`src/adcc_map.svh`:
```
// Register offsets, field positions, reset values and timing counts
`ifndef ADCC_MAP_SVH
`define ADCC_MAP_SVH
`define ADCC_OFF_STATUS_CONTROL 4'h0
`define ADCC_OFF_RESULT 4'h4
`define ADCC_OFF_CLOCK_SELECT 4'h8
`define ADCC_OFF_POWER_MODE 4'hC
`define ADCC_BIT_DONE 7
`define ADCC_BIT_IRQ_EN 6
`define ADCC_BIT_CONT 5
`define ADCC_CH_LSB 0
`define ADCC_DIV_LSB 5
`define ADCC_BIT_WAIT 0
`define ADCC_BIT_STOP 1
`define ADCC_CH_RESET 5'h1F
`define ADCC_CH_OFF 5'h1F
`define ADCC_CH_SUPPLY 5'h1D
`define ADCC_CH_GROUND 5'h1E
`define ADCC_CH_RESERVED 5'h1B
`define ADCC_CONV_CLOCKS 16
`define ADCC_RESP_OKAY 2'h0
`define ADCC_RESP_SLVERR 2'h2
`endif

```
`src/adcc_pkg.sv`:
```
// Types shared by the converter control block
package adcc_pkg;
  typedef enum logic [1:0]
  {
    ADCC_IDLE = 2'h0,
    ADCC_RUN = 2'h1,
    ADCC_DONE = 2'h3
  } adcc_state_type;
  typedef enum logic [2:0]
  {
    ADCC_IN_PORT_A0 = 3'h0,
    ADCC_IN_PORT_A1 = 3'h1,
    ADCC_IN_PORT_A4 = 3'h2,
    ADCC_IN_PORT_A5 = 3'h3,
    ADCC_IN_SUPPLY = 3'h4,
    ADCC_IN_GROUND = 3'h5,
    ADCC_IN_NONE = 3'h7
  } adcc_input_type;
endpackage

```
`src/adcc_conversion_control.sv`:
```
// Converter control: registers, clock prescaler and SAR sequencer
// What this block does
// (RULE1) Interrupt enable raises a request at each conversion end; reset clears it.
// (RULE2) Reading the result or writing status/control withdraws the request.
// (RULE3) Without interrupts, done flag sets at end, clears on result read.
// (RULE4) With interrupts enabled the done flag never sets and reads zero.
// (RULE5) Software writes zero into the done flag bit position.
// (RULE6) Continuous bit repeats conversions; otherwise one; reset clears it.
// (RULE7) Channel codes 0 to 3 select port A bits 0, 1, 4, 5.
// (RULE8) All-ones channel code powers the converter off; reset sets all-ones.
// (RULE9) Codes 11101 and 11110 pick supply and ground references.
// (RULE10) Software allows one conversion after power-up before trusting data.
// (RULE11) Stop mode aborts conversion; conversions resume after stop ends (here only continuous conversions resume; a single one stays aborted).
// (RULE12) Software waits one conversion after stop before using data.
// (RULE13) Wait mode converts normally; enabled interrupt wakes the processor.
// (RULE14) Prescaler divides bus clock by 1, 2, 4, 8 or 16.
// (RULE15) One eight-bit result register loads at every conversion end.
// (RULE16) Input source holds steady for up to 17 converter clocks.
// (RULE17) Software discards data of a conversion cut by a register write.
// (RULE18) Conversion takes sixteen converter clocks, starting after the write.
// (RULE19) Continuous results overwrite the result register regardless of reads.
// (RULE20) Result bits resolve by successive approximation, MSB first.
`timescale 1ns/1ps
`include "adcc_map.svh"
module adcc_conversion_control
(
  input wire logic aclk,
  input wire logic aresetn,
  input wire logic [3:0] s_axi_awaddr,
  input wire logic s_axi_awvalid,
  output logic s_axi_awready,
  input wire logic [31:0] s_axi_wdata,
  input wire logic [3:0] s_axi_wstrb,
  input wire logic s_axi_wvalid,
  output logic s_axi_wready,
  output logic [1:0] s_axi_bresp,
  output logic s_axi_bvalid,
  input wire logic s_axi_bready,
  input wire logic [3:0] s_axi_araddr,
  input wire logic s_axi_arvalid,
  output logic s_axi_arready,
  output logic [31:0] s_axi_rdata,
  output logic [1:0] s_axi_rresp,
  output logic s_axi_rvalid,
  input wire logic s_axi_rready,
  input wire logic compare_high,
  output logic [2:0] analog_sample_input,
  output logic [7:0] sar_trial,
  output logic converter_power_on,
  output logic conv_irq,
  output logic wake_request
);
  import adcc_pkg::*;

  localparam int STEP_COUNT = `ADCC_CONV_CLOCKS;

  typedef struct packed
  {
    logic irq_enable;
    logic cont;
    logic [4:0] channel;
    logic [2:0] div_sel;
    logic wait_mode;
    logic stop_mode;
    logic done_flag;
    logic irq_pending;
    logic [7:0] result;
    logic [7:0] trial;
    logic [3:0] pos;
    logic [4:0] step;
    logic [3:0] prescale;
    adcc_state_type state;
    logic aw_held;
    logic [3:0] aw_addr;
    logic w_held;
    logic [31:0] w_data;
    logic [3:0] w_strb;
    logic bvalid;
    logic [1:0] bresp;
    logic rvalid;
    logic [1:0] rresp;
    logic [31:0] rdata;
  } adcc_regs_type;

  adcc_regs_type r;
  adcc_regs_type next_r;

  // Prescaler terminal count for the selected divide ratio
  function automatic logic [3:0] adcc_div_limit(input logic [2:0] sel);
    if (sel[2])
      adcc_div_limit = 4'hF; // RULE14
    else if (sel == 3'h3)
      adcc_div_limit = 4'h7;
    else if (sel == 3'h2)
      adcc_div_limit = 4'h3;
    else if (sel == 3'h1)
      adcc_div_limit = 4'h1;
    else
      adcc_div_limit = 4'h0;
  endfunction

  // Map a channel code to the multiplexer selection
  function automatic adcc_input_type adcc_decode(input logic [4:0] ch);
    if (ch == 5'h00)
      adcc_decode = ADCC_IN_PORT_A0; // RULE7
    else if (ch == 5'h01)
      adcc_decode = ADCC_IN_PORT_A1;
    else if (ch == 5'h02)
      adcc_decode = ADCC_IN_PORT_A4;
    else if (ch == 5'h03)
      adcc_decode = ADCC_IN_PORT_A5;
    else if (ch == `ADCC_CH_SUPPLY)
      adcc_decode = ADCC_IN_SUPPLY; // RULE9
    else if (ch == `ADCC_CH_GROUND)
      adcc_decode = ADCC_IN_GROUND;
    else
      adcc_decode = ADCC_IN_NONE; // Reserved or unused: result undefined
  endfunction

  // Status/control read image; done flag reads zero with interrupts on
  function automatic logic [7:0] adcc_status(input adcc_regs_type s);
    adcc_status = {s.done_flag & ~s.irq_enable, s.irq_enable, s.cont,
      s.channel}; // RULE4
  endfunction

  logic conv_tick;
  logic powered;
  logic wr_fire;
  logic rd_fire;
  logic wr_status;
  logic rd_result;
  logic conv_end;

  // Converter clock enable and power state
  assign powered = (r.channel != `ADCC_CH_OFF) && !r.stop_mode; // RULE8 RULE11
  assign conv_tick = (r.prescale == adcc_div_limit(r.div_sel));
  assign wr_fire = r.aw_held && r.w_held && !r.bvalid;
  assign rd_fire = s_axi_arvalid && !r.rvalid;
  assign wr_status = wr_fire && (r.aw_addr == `ADCC_OFF_STATUS_CONTROL)
    && r.w_strb[0];
  assign rd_result = rd_fire && (s_axi_araddr == `ADCC_OFF_RESULT);
  // Only a powered sequencer can complete, so a stop never blocks a clear
  assign conv_end = (r.state == ADCC_RUN) && conv_tick && powered
    && (r.step == 5'(STEP_COUNT - 1));

  // Handshake outputs; each address and data channel takes one item
  assign s_axi_awready = !r.aw_held;
  assign s_axi_wready = !r.w_held;
  assign s_axi_arready = !r.rvalid;
  assign s_axi_bvalid = r.bvalid;
  assign s_axi_bresp = r.bresp;
  assign s_axi_rvalid = r.rvalid;
  assign s_axi_rresp = r.rresp;
  assign s_axi_rdata = r.rdata;
  assign analog_sample_input = adcc_decode(r.channel);
  assign sar_trial = r.trial;
  assign converter_power_on = powered;
  assign conv_irq = r.irq_pending; // RULE1
  assign wake_request = r.irq_pending && r.wait_mode; // RULE13

  // Next state: bus slave, registers and sequencer
  always_comb
  begin
    next_r = r;
    if (s_axi_awvalid && !r.aw_held)
    begin
      next_r.aw_held = 1'b1;
      next_r.aw_addr = s_axi_awaddr;
    end
    if (s_axi_wvalid && !r.w_held)
    begin
      next_r.w_held = 1'b1;
      next_r.w_data = s_axi_wdata;
      next_r.w_strb = s_axi_wstrb;
    end
    if (r.bvalid && s_axi_bready)
      next_r.bvalid = 1'b0;
    if (r.rvalid && s_axi_rready)
      next_r.rvalid = 1'b0;

    // Prescaler runs freely while powered
    if (!powered || conv_tick)
      next_r.prescale = 4'h0;
    else
      next_r.prescale = r.prescale + 4'h1;

    // Sequencer: sixteen converter clocks, one bit per clock early on
    case (r.state)
      ADCC_IDLE:
      begin
        next_r.step = 5'h00;
      end
      ADCC_RUN:
      begin
        if (!powered)
          next_r.state = ADCC_IDLE; // RULE11
        else if (conv_tick)
        begin
          next_r.step = r.step + 5'h01; // RULE18
          if (r.step < 5'h08)
          begin
            // Keep or drop the trial bit, then try the next lower one
            if (!compare_high)
              next_r.trial[r.pos[2:0]] = 1'b0; // RULE20
            if (r.pos != 4'h0)
            begin
              next_r.pos = r.pos - 4'h1;
              next_r.trial[r.pos[2:0] - 3'h1] = 1'b1;
            end
          end
          if (conv_end)
          begin
            next_r.result = r.trial; // RULE15 RULE19
            if (r.irq_enable)
              next_r.irq_pending = 1'b1; // RULE1
            else
              next_r.done_flag = 1'b1; // RULE3 RULE4
            next_r.state = r.cont ? ADCC_RUN : ADCC_DONE; // RULE6
            next_r.step = 5'h00;
            next_r.pos = 4'h7;
            next_r.trial = 8'h80;
          end
        end
      end
      ADCC_DONE:
      begin
        next_r.step = 5'h00;
      end
      default:
      begin
        next_r.state = ADCC_IDLE;
      end
    endcase

    // Stop mode ended with a conversion armed: resume from scratch
    if (r.state == ADCC_IDLE && powered && r.cont)
    begin
      next_r.state = ADCC_RUN; // RULE11
      next_r.pos = 4'h7;
      next_r.trial = 8'h80;
    end

    // Register write, done once both channels are held
    if (wr_fire)
    begin
      next_r.aw_held = 1'b0;
      next_r.w_held = 1'b0;
      next_r.bvalid = 1'b1;
      next_r.bresp = `ADCC_RESP_OKAY;
      if (r.aw_addr == `ADCC_OFF_STATUS_CONTROL)
      begin
        if (wr_status)
        begin
          // Done flag bit of the write data is ignored
          next_r.irq_enable = r.w_data[`ADCC_BIT_IRQ_EN];
          next_r.cont = r.w_data[`ADCC_BIT_CONT];
          next_r.channel = r.w_data[`ADCC_CH_LSB +: 5];
          // A completion in this same cycle keeps its request
          if (!conv_end)
            next_r.irq_pending = 1'b0; // RULE2
          // A write restarts conversion on the next converter tick
          next_r.state = ADCC_RUN; // RULE18
          next_r.step = 5'h00;
          next_r.pos = 4'h7;
          next_r.trial = 8'h80;
          next_r.prescale = 4'h0;
        end
      end
      else if (r.aw_addr == `ADCC_OFF_CLOCK_SELECT)
      begin
        if (r.w_strb[0])
          next_r.div_sel = r.w_data[`ADCC_DIV_LSB +: 3];
      end
      else if (r.aw_addr == `ADCC_OFF_POWER_MODE)
      begin
        if (r.w_strb[0])
        begin
          next_r.wait_mode = r.w_data[`ADCC_BIT_WAIT]; // RULE13
          next_r.stop_mode = r.w_data[`ADCC_BIT_STOP];
        end
      end
      else if (r.aw_addr != `ADCC_OFF_RESULT)
        next_r.bresp = `ADCC_RESP_SLVERR;
    end

    // Register read; reading the result clears flag and request
    if (rd_fire)
    begin
      next_r.rvalid = 1'b1;
      next_r.rresp = `ADCC_RESP_OKAY;
      next_r.rdata = 32'h0000_0000;
      if (s_axi_araddr == `ADCC_OFF_STATUS_CONTROL)
        next_r.rdata[7:0] = adcc_status(r);
      else if (s_axi_araddr == `ADCC_OFF_RESULT)
        next_r.rdata[7:0] = r.result;
      else if (s_axi_araddr == `ADCC_OFF_CLOCK_SELECT)
        next_r.rdata[7:0] = {r.div_sel, 5'h00};
      else if (s_axi_araddr == `ADCC_OFF_POWER_MODE)
        next_r.rdata[1:0] = {r.stop_mode, r.wait_mode};
      else
        next_r.rresp = `ADCC_RESP_SLVERR;
    end
    // Clear loses to a completion in the same cycle
    if (rd_result && !conv_end)
    begin
      next_r.done_flag = 1'b0; // RULE3
      next_r.irq_pending = 1'b0; // RULE2
    end
  end

  // State register with synchronous reset
  always_ff @(posedge aclk)
  begin
    if (!aresetn)
    begin
      r <= '0;
      r.channel <= `ADCC_CH_RESET; // RULE8
      r.state <= ADCC_IDLE;
      r.pos <= 4'h7;
      r.trial <= 8'h80;
    end
    else
      r <= next_r;
  end
endmodule // adcc_conversion_control

```
`config.mk`:
```
export PLATFORM = sky130hd
export DESIGN_NAME = adcc_conversion_control
export DESIGN_NICKNAME = d
export VERILOG_FILES = /design/src/adcc_pkg.sv /design/src/adcc_conversion_control.sv
export VERILOG_INCLUDE_DIRS = /design/src
export SDC_FILE = /design/constraint.sdc
export NUM_CORES = 1
export LEC_CHECK = 0
export BUFFER_PORTS_ARGS = -buffer_cell sky130_fd_sc_hd__buf_2
export CAP_MARGIN = 20
export CORE_ASPECT_RATIO = 0.5
export CORE_MARGIN = 3
export CORE_UTILIZATION = 56
export DETAILED_ROUTE_END_ITERATION = 10
export PLACE_DENSITY_LB_ADDON = 0.12
export SLEW_MARGIN = 10
export SYNTH_ARGS = -nofsm -noshare
export SYNTH_HDL_FRONTEND = slang
export SYNTH_SLANG_ARGS = --single-unit
```
`constraint.sdc`:
```
create_clock -name aclk -period 4 [get_ports aclk]
set_input_delay 0.6 -clock aclk [delete_from_list [all_inputs] [get_ports aclk]]
set_output_delay 0.6 -clock aclk [all_outputs]
set_load 0.005 [all_outputs]
```
==> impl_metrics.yaml, run 1 <==
detailed_routing:
  drt-wirelength-per-cell_um: 14.4
  route.antenna.remaining_nets: 0
  route.vias.total: 2955
  drt-total-wl_um: 7870
  routed_via_density: 5.42
  post-route-drc-count: 0
  dr.pass1.iters: 4
  dr.first_iter.drc_count: 311
sta:
  setup_total_negative_slack_ps: 0
  final-setup-viol-count: 0
  timing_hold_violations_final: 0
  final_cycle_share_pct: 65.6
  worstMarginPinSlew_ps: 930
  timing.final.crit_period_ps: 2620
  worst_clock_skew_ps: 5.26
  max_freq_mhz: 381
  final_max_slew_viol_count: 0
  rsz_0062_raised_after_global_routing: "no"
  slew_headroom_pct: 37.6
final_layout:
  antennaDiodeCount: 0
  post_route_cells_drive_above_1_share_pct: 17.7
  finish.cell_count_without_fillers: 545
  final_area_um2: 3960
  area_delta_synth_final_pct: 9.47
  finish.utilization_pct: 64.4
  num-nets-final: 508
cts:
  cts.htree.levels: 3
  clkSinkCount: 72
  cts_bufs_inserted: 9
  clock_tree.root_cell: "sky130_fd_sc_hd__clkbuf_16"
  clk-insertion-delay-late_ps: 340
  post-cts-setup-buffers: 0
  cts_tree: "yes"
  clk_transition_reported_paths_ps: 50
  cts_resized: 0
  postCtsHoldBufs: 0
  clock_tree.buffer_depth: 2
worst_setup_path:
  crit_slowest_cell: "sky130_fd_sc_hd__nor3_2"
  worst-endpoint-required_ps: 4200
  crit_path_max_fanout: 11
  critical_path.endpoint_type: "flip-flop"
  critical_path_class: "flip-flop to flip-flop"
  worstSetupStartpointType: "flip-flop"
  delay_of_the_slowest_cell_on_the_worst_path_ps: 780
  worstPathCellList: "or4bb_1 > o22ai_2 > o211ai_2 > nor3_2 > mux2i_1 > nor2_1"
  reg2regPathDepth: 6
  data_arrival_critical_path_ps: 2820
grt:
  grt.overflow.total: 0
  wire_length_of_the_first_global_routing_pass_um: 12900
  antenna_found_initial: 0
  grt_pass1_vias: 2756
  maximum_number_of_pins_on_one_net_before_global_route_repair: 45
  global_route.usage.total_pct: 21.5
pwr:
  vdd_drop_max_mv: 0.260
  post-layout-total-power_uw: 1610
  leakagePower_uw: 0.00169
  p_per_area_nw_per_um2: 405
worst_hold_path:
  timing.hold.worst_path_depth: 2
  worstHoldPathType: "flip-flop to flip-flop"
run:
  max_cap_viol_count: 0
placement:
  place.detailed.hpwl_um: 5840
  io_buffers: 53
  placedCellCount: 530
  gp_congestion: 0.842
  place_area_um2: 3680
floorplanning:
  core_area_um2: 6160
  io-pin-count: 107
  floorplan.rows: 20
  fp.dieArea_um2: 7530
  chipWidth_um: 120
  die_h_um: 62.9
  initial_core_util_pct: 58.8
logic_synthesis:
  share_of_the_synthesized_area_in_the_top_cell_type_pct: 39.8
  synth.cell_area_um2: 3620
  synthesis.area_per_instance_um2: 8.50
  post_synth_inst_count: 426
  synth_warnings: 0
  synth_seq_area_share_pct: 39.8
  async_flop_share_pct: 0
  synth-seq-cells: 72
  synth_edf_count: 0
  ys_types: 61
  synth_flop_cell: "sky130_fd_sc_hd__dfxtp_1"
  synth_top_cell_by_area: "sky130_fd_sc_hd__dfxtp_1"
  post-synth-top-count-cell: "sky130_fd_sc_hd__dfxtp_1"
  netlist_top_cells_area: "sky130_fd_sc_hd__dfxtp_1 40%, sky130_fd_sc_hd__buf_4 9.3%, sky130_fd_sc_hd__mux2i_1 7.5%"
  synth.top_cells.by_count: "72 x sky130_fd_sc_hd__dfxtp_1, 45 x sky130_fd_sc_hd__buf_4, 44 x sky130_fd_sc_hd__nand2_1, 44 x sky130_fd_sc_hd__nor2_1, 29 x sky130_fd_sc_hd__a21oi_1"
run_status:
  run_status: "finished clean"
[final cells by class]
class                      instances  area [µm²]
multi-input combinational        305        1810
sequential                        72        1440
inverter                          11        41.3
fill                             534        2190
clock buffer                      11         243
timing repair buffer              54         273
clock inverter                     4        45.0
tap                               88         110
[metal layers]
| layer | track usage [%] | part of all wire [%] | vias to the layer above |
|---|---|---|---|
| li1 | - | - | 1473 |
| met2 | 34.7 | 44 | 110 |
| met4 | 7.28 | 1.6 | 0 |
| met3 | 6.87 | 8.1 | 17 |
| met5 | 0 | 0 | - |
| met1 | 27.3 | 46 | 1355 |
[placed cells by master (no fill, tap or decap), types with 4 or more instances in the layout]
cell type and n:
sky130_fd_sc_hd__mux2i_1 27, sky130_fd_sc_hd__buf_2 53, sky130_fd_sc_hd__xor2_1 4, sky130_fd_sc_hd__nor3_1 9
sky130_fd_sc_hd__o21ai_0 18, sky130_fd_sc_hd__nand3_1 12, sky130_fd_sc_hd__nand2b_1 8, sky130_fd_sc_hd__a21oi_1 29
sky130_fd_sc_hd__a22oi_1 8, sky130_fd_sc_hd__nor2_1 44, sky130_fd_sc_hd__dfxtp_1 72, sky130_fd_sc_hd__inv_1 10
sky130_fd_sc_hd__conb_1 26, sky130_fd_sc_hd__clkbuf_16 9, sky130_fd_sc_hd__nand2_1 44, sky130_fd_sc_hd__nand4_1 6
sky130_fd_sc_hd__or3_1 4, sky130_fd_sc_hd__nor2b_1 5
[kinds of logic (layout without fill, tap and decap cells)]
logic type      after synthesis  in the layout  share of synthesized area (%)
compound gates               86             86                           16.0
xor+xnor                      6              6                           1.45
fa+ha+maj                     3              3                           1.04
buf+inv                      74             80                           12.8
flops                        72             72                           39.8
mux                          27             27                           7.46
other cells                   1             26                          0.104
simple gates                157            157                           21.4
[where the power goes]
part / internal, µW / switching [µW] / total, µW
logic: 32.1 / 57.3 / 89.4
clock network: 492 / 284 / 776
registers: 731 / 9.99 / 741
total: 1260 / 352 / 1610
[path summary, 6_finish.rpt]
path | startpoint | slack [ps] | end
worst min register to register | r[44]$_SDFFE_PN0P_ | 450 | r[44]$_SDFFE_PN0P_
worst max register to register | r[117]$_SDFFE_PN0P_ | 1380 | r[109]$_SDFFE_PN0P_
worst max-delay path | r[117]$_SDFFE_PN0P_ | 1380 | r[109]$_SDFFE_PN0P_
worst min-delay path | r[44]$_SDFFE_PN0P_ | 450 | r[44]$_SDFFE_PN0P_
[stage by stage]
stage,worst slack [ps],hold WS (ps)
after floorplan,1880,432
after global placement,1290,442
after detailed placement,1270,448
after CTS,1380,455
after global routing,1170,478
final,1380,454
[state kept, by name, summed over array words and instances, names as in the netlist]
name and count:
conv_irq 1, r 51, s_axi_bresp 1, s_axi_bvalid 1, s_axi_rdata 8, s_axi_rresp 1
s_axi_rvalid 1, sar_trial 8
[critical path, delay by kind of cell, from the launching register on]
family / cells / cell delay, ps
flops: 1 / 380
mux: 1 / 280
simple gates: 3 / 1370
compound gates: 2 / 460
No activity file was read; power rests on OpenSTA's default activity.
==> run 2, diff against run 1 <==
--- a/config.mk
+++ b/config.mk
@@ -10,7 +10,7 @@
 export CAP_MARGIN = 20
 export CORE_ASPECT_RATIO = 0.5
 export CORE_MARGIN = 3
-export CORE_UTILIZATION = 56
+export CORE_UTILIZATION = 52
 export DETAILED_ROUTE_END_ITERATION = 10
 export PLACE_DENSITY_LB_ADDON = 0.12
 export SLEW_MARGIN = 10
==> constraint.sdc (replaced) <==
create_clock -name aclk -period 2.5 [get_ports aclk]
set_input_delay 0.375 -clock aclk [delete_from_list [all_inputs] [get_ports aclk]]
set_output_delay 0.375 -clock aclk [all_outputs]
set_load 0.005 [all_outputs]
==> run 2 against run 1 <==
Effect of this change:
- via count rose by 0.85%
- wire length is 0.55% higher
- sequential share of layout area shrank 0.45 points
- global-route usage shrank 0.48 points
- largest power group unchanged
==> impl_metrics.yaml, run 2 (synthesis results as in run 1) <==
sta:
  slew_headroom_pct: 52.3
  rsz_0062_raised_after_global_routing: "no"
  final_max_slew_viol_count: 0
  timing.final.crit_period_ps: 2250
  timing_hold_violations_final: 0
  worstMarginPinSlew_ps: 706
  postLayoutSetupSlackWorst_ps: 250
  final_cycle_share_pct: 90.0
  final-setup-viol-count: 0
  setup_total_negative_slack_ps: 0
  max_freq_mhz: 444
  worst_clock_skew_ps: 7.29
grt:
  wire_length_of_the_first_global_routing_pass_um: 13100
  grt_busiest_layer: "met2"
  grt_use_met2_pct: 31.3
  maximum_number_of_pins_on_one_net_before_global_route_repair: 44
  grt_pass1_vias: 2665
  grt.met3_usage_pct: 7.85
  grt.overflow.total: 0
  antenna_found_initial: 0
  use_met1_pct: 28.6
  global_route.usage.total_pct: 21.0
final_layout:
  final_area_um2: 4010
  area_delta_synth_final_pct: 10.9
  final_common_cell: "sky130_fd_sc_hd__dfxtp_1"
  post_route_cells_drive_above_1_share_pct: 18.6
  largest_register_ffs: 51
  n_fill_cell: 553
  most-common-layout-cells: "72 x sky130_fd_sc_hd__dfxtp_1, 53 x sky130_fd_sc_hd__buf_2, 44 x sky130_fd_sc_hd__nor2_1, 44 x sky130_fd_sc_hd__nand2_1, 29 x sky130_fd_sc_hd__a21oi_1"
  num-nets-final: 513
  antennaDiodeCount: 0
  largest_register: "r"
worst_setup_path:
  crit_path_start: "r[117]$_SDFFE_PN0P_"
  rr_startpoint: "r[117]$_SDFFE_PN0P_"
  reg2regPathDepth: 6
  crit_path_max_fanout: 12
  timing.critical_path.to: "sar_trial[6]$_SDFF_PN0_"
  critical_path_class: "flip-flop to flip-flop"
  critical_path.endpoint_type: "flip-flop"
  timing.rr.end: "sar_trial[6]$_SDFF_PN0_"
  worst-endpoint-required_ps: 2700
  data_arrival_critical_path_ps: 2450
  reg2reg_setup_slack_ps: 250
  worstSetupStartpointType: "flip-flop"
cts:
  clock_tree.root_cell: "sky130_fd_sc_hd__clkbuf_16"
  cts.htree.levels: 3
  cts_tree: "yes"
  postCtsHoldBufs: 0
  clk_transition_reported_paths_ps: 50
  cts_bufs_inserted: 9
  post-cts-setup-buffers: 0
  cts_resized: 0
  clock_tree.buffer_depth: 2
  clk-insertion-delay-late_ps: 330
  clkSinkCount: 72
pwr:
  vdd_drop_max_mv: 0.448
  p_sw_share_pct: 21.4
  internal-power_uw: 2050
  clkPwrFrac_pct: 48.8
  p_comb_share_pct: 5.7
  leakagePower_uw: 0.00172
  post-layout-total-power_uw: 2610
  power.sequential.fraction_pct: 45.5
  p_switching_uw: 559
  p_per_area_nw_per_um2: 650
placement:
  place_area_um2: 3710
  io_buffers: 53
  gp_congestion: 0.841
  dp_slack_ps: 279
  place.detailed.hpwl_um: 5820
worst_hold_path:
  worstHoldPathType: "primary input to flip-flop"
floorplanning:
  fp.dieArea_um2: 8060
  core_area_um2: 6410
  die_h_um: 65.0
  floorplan.rows: 20
  initial_core_util_pct: 56.5
  io-pin-count: 107
  chipWidth_um: 124
detailed_routing:
  route.antenna.remaining_nets: 0
  dr.first_iter.drc_count: 200
  dr.pass1.iters: 4
  route.vias.total: 2980
  drt-wirelength-per-cell_um: 14.4
  post-route-drc-count: 0
  routed_via_density: 5.41
  drt-total-wl_um: 7910
run:
  max_cap_viol_count: 0
run_status:
  run_status: "finished clean"
[run 2: routing by layer]
layer | wire length [µm] | up-vias
met1 | 3890 | 1396
met3 | 618 | 4
met2 | 3360 | 96
met4 | 43 | 0
met5 | 0 | -
li1 | - | 1484
[run 2: area by class of cell]
| cell class | instances | area (µm²) | area share, % |
|---|---|---|---|
| Multi-Input combinational cell | 305 | 1810 | 45.1 |
| Sequential cell | 72 | 1440 | 35.9 |
| Timing Repair Buffer | 59 | 310 | 7.73 |
| Clock buffer | 13 | 260 | 6.48 |
| Tap cell | 88 | 110 | 2.74 |
| Inverter | 11 | 41.3 | 1.03 |
| Clock inverter | 3 | 40.0 | 0.998 |
[run 2: worst min-delay path by stage]
stage | from | to | slack, ps | depth (start not counted)
after global routing | s_axi_awvalid | r[79]$_SDFFE_PP0P_ | 270 | 3
after floorplan | s_axi_rdata[2]$_SDFFE_PN0P_ | s_axi_rdata[2]$_SDFFE_PN0P_ | 430 | 2
after CTS | s_axi_awvalid | r[79]$_SDFFE_PP0P_ | 250 | 3
final | s_axi_awvalid | r[79]$_SDFFE_PP0P_ | 270 | 3
after detailed placement | s_axi_rdata[4]$_SDFFE_PN0P_ | s_axi_rdata[4]$_SDFFE_PN0P_ | 440 | 2
after global placement | s_axi_rdata[3]$_SDFFE_PN0P_ | s_axi_rdata[3]$_SDFFE_PN0P_ | 440 | 2
[run 2: power groups by stage]
stage / clock [µW] / sequential [µW] / combinational [µW]
floorplan: 0 / 1210 / 130
global placement: 0 / 1210 / 141
detailed placement: 0 / 1210 / 146
CTS: 1300 / 1190 / 147
global route: 1350 / 1190 / 168
finish: 1270 / 1190 / 148
[run 2: critical path: stages, from the launching register on]
cell and delay, ps:
sky130_fd_sc_hd__dfxtp_1 360, sky130_fd_sc_hd__or4bb_1 540, sky130_fd_sc_hd__o22ai_2 210, sky130_fd_sc_hd__o211a_1 240, sky130_fd_sc_hd__nand2_2 180, sky130_fd_sc_hd__o21ai_1 440, sky130_fd_sc_hd__o22ai_1 150
[run 2: stage by stage]
stage | hold slack, ps | std cells | util [%]
floorplan | 432 | 451 | -
global placement | 441 | 535 | 58.0
detailed placement | 444 | 535 | 58.0
CTS | 254 | 551 | 62.7
global route | 274 | 551 | 62.7
finish | 268 | 551 | 62.7
==> run 3, diff against run 2 <==
==> constraint.sdc (replaced) <==
create_clock -name aclk -period 2.5 [get_ports aclk]
set_input_delay 0.125 -clock aclk [delete_from_list [all_inputs] [get_ports aclk]]
set_output_delay 0.125 -clock aclk [all_outputs]
set_load 0.005 [all_outputs]
==> run 3 against run 2 <==
Effect of this change:
- sequential power is essentially flat
- critical path depth is the same
- total power shrank 3.8%
- critical path type unchanged
==> impl_metrics.yaml, run 3 (synthesis results as in run 1) <==
cts:
  cts_resized: 0
  clk-insertion-delay-late_ps: 330
  clkSinkCount: 72
  cts.htree.levels: 3
  cts_tree: "yes"
  clk_transition_reported_paths_ps: 60
  postCtsHoldBufs: 0
  cts_bufs_inserted: 9
  clock_tree.buffer_depth: 2
  post-cts-setup-buffers: 0
  clock_tree.root_cell: "sky130_fd_sc_hd__clkbuf_16"
floorplanning:
  core_area_um2: 6410
  floorplan.rows: 20
  fp.dieArea_um2: 8060
  die_h_um: 65.0
  chipWidth_um: 124
  initial_core_util_pct: 56.5
  io-pin-count: 107
detailed_routing:
  post-route-drc-count: 0
  routed_via_density: 5.55
  route.antenna.remaining_nets: 0
  dr.first_iter.drc_count: 300
  dr.pass1.iters: 4
  drt-wirelength-per-cell_um: 14.7
  drt-total-wl_um: 8100
  route.vias.total: 3053
pwr:
  vdd_drop_max_mv: 0.406
  p_per_area_nw_per_um2: 629
  clkPwrFrac_pct: 46.8
  power.sequential.fraction_pct: 47.3
  p_comb_share_pct: 5.9
  internal-power_uw: 1940
  p_switching_uw: 572
  leakagePower_uw: 0.00171
  p_sw_share_pct: 22.8
placement:
  gp_congestion: 0.843
  place_area_um2: 3710
  placedCellCount: 535
  place.detailed.hpwl_um: 5790
  io_buffers: 53
sta:
  worst_clock_skew_ps: 4.09
  slew_headroom_pct: 53.0
  timing.final.crit_period_ps: 2320
  setup_total_negative_slack_ps: 0
  final_max_slew_viol_count: 0
  final_cycle_share_pct: 92.9
  final-setup-viol-count: 0
  rsz_0062_raised_after_global_routing: "no"
  timing_hold_violations_final: 0
  max_freq_mhz: 430
  worstMarginPinSlew_ps: 695
final_layout:
  n_fill_cell: 556
  largest_register_ffs: 51
  post_route_cells_drive_above_1_share_pct: 18.8
  final_common_cell: "sky130_fd_sc_hd__dfxtp_1"
  antennaDiodeCount: 0
  num-nets-final: 513
  largest_register: "r"
  most-common-layout-cells: "72 x sky130_fd_sc_hd__dfxtp_1, 53 x sky130_fd_sc_hd__buf_2, 44 x sky130_fd_sc_hd__nor2_1, 44 x sky130_fd_sc_hd__nand2_1, 29 x sky130_fd_sc_hd__a21oi_1"
  finish.utilization_pct: 62.2
  finish.cell_count_without_fillers: 550
  area_delta_synth_final_pct: 10.1
  final_area_um2: 3990
grt:
  global_route.usage.total_pct: 21.4
  grt_pass1_vias: 2740
  antenna_found_initial: 0
  grt.overflow.total: 0
  maximum_number_of_pins_on_one_net_before_global_route_repair: 44
  wire_length_of_the_first_global_routing_pass_um: 13300
worst_setup_path:
  crit_slowest_cell: "sky130_fd_sc_hd__or4bb_1"
  reg2regPathDepth: 6
  worst-endpoint-required_ps: 2700
  data_arrival_critical_path_ps: 2520
  critical_path.endpoint_type: "flip-flop"
  crit_path_max_fanout: 12
  worstPathCellList: "or4bb_1 > o22ai_2 > o211a_1 > nand2_2 > o21ai_1 > o22ai_1"
  worstSetupStartpointType: "flip-flop"
  delay_of_the_slowest_cell_on_the_worst_path_ps: 540
  critical_path_class: "flip-flop to flip-flop"
worst_hold_path:
  worstHoldPathType: "primary input to flip-flop"
  timing.hold.worst_path_depth: 3
run:
  max_cap_viol_count: 0
run_status:
  run_status: "finished clean"
-- run 3: changes by cell type in the layout (fill, tap and decap cells not counted), sizes merged --
cell    before  now
clkinv       2    4
bufinv       1    0
clkbuf      13   11
-- run 3: worst max-delay path: cells and delay by family (launching register included) --
family | cells | cell delay, ps
AOI/OAI and AO/OA | 4 | 1110
DFF | 1 | 360
and+or+nand+nor | 2 | 720
-- run 3: final cells by class --
class	instances	area, µm²	area share (%)
repair buffers	59	310	7.78
flip-flops and latches	72	1440	36.2
multi-input cells	305	1810	45.4
clock buffers	11	253	6.34
inverters	11	41.3	1.04
well taps	88	110	2.76
clock inverters	4	20.0	0.502
-- run 3: power groups by stage --
stage	sequential (µW)	clock, µW	combinational [µW]
6_report	1190	1180	148
5_1_grt	1190	1260	168
4_1_cts	1190	1200	146
3_5_place_dp	1210	0	145
3_3_place_gp	1210	0	141
2_1_floorplan	1210	0	130
-- run 3: final timing paths --
kind	startpoint	end	slack, ps
worst max-delay path	r[117]$_SDFFE_PN0P_	sar_trial[6]$_SDFF_PN0_	180
worst min-delay path	s_axi_wvalid	r[74]$_SDFFE_PP0P_	20
worst max register to register	r[117]$_SDFFE_PN0P_	sar_trial[6]$_SDFF_PN0_	180
worst min register to register	s_axi_rdata[4]$_SDFFE_PN0P_	s_axi_rdata[4]$_SDFFE_PN0P_	460
-- run 3: metrics by stage --
| step | setup slack (ps) | total power, µW | hold slack (ps) |
|---|---|---|---|
| after floorplan | 557 | 1330 | 241 |
| after global routing | 17.7 | 2610 | 10.5 |
| after global placement | 320 | 1350 | 344 |
| after detailed placement | 249 | 1360 | 361 |
| after CTS | 210 | 2530 | 11.1 |
| final | 177 | 2510 | 22.7 |
-- run 3: routing by layer --
metal  vias up  track usage (%)  wire (µm)
met4         0             4.91         32
met1      1445             28.9       3900
met2       118             31.7       3540
met5         -                0          0
li1       1484                -          -
met3         6             9.15        625
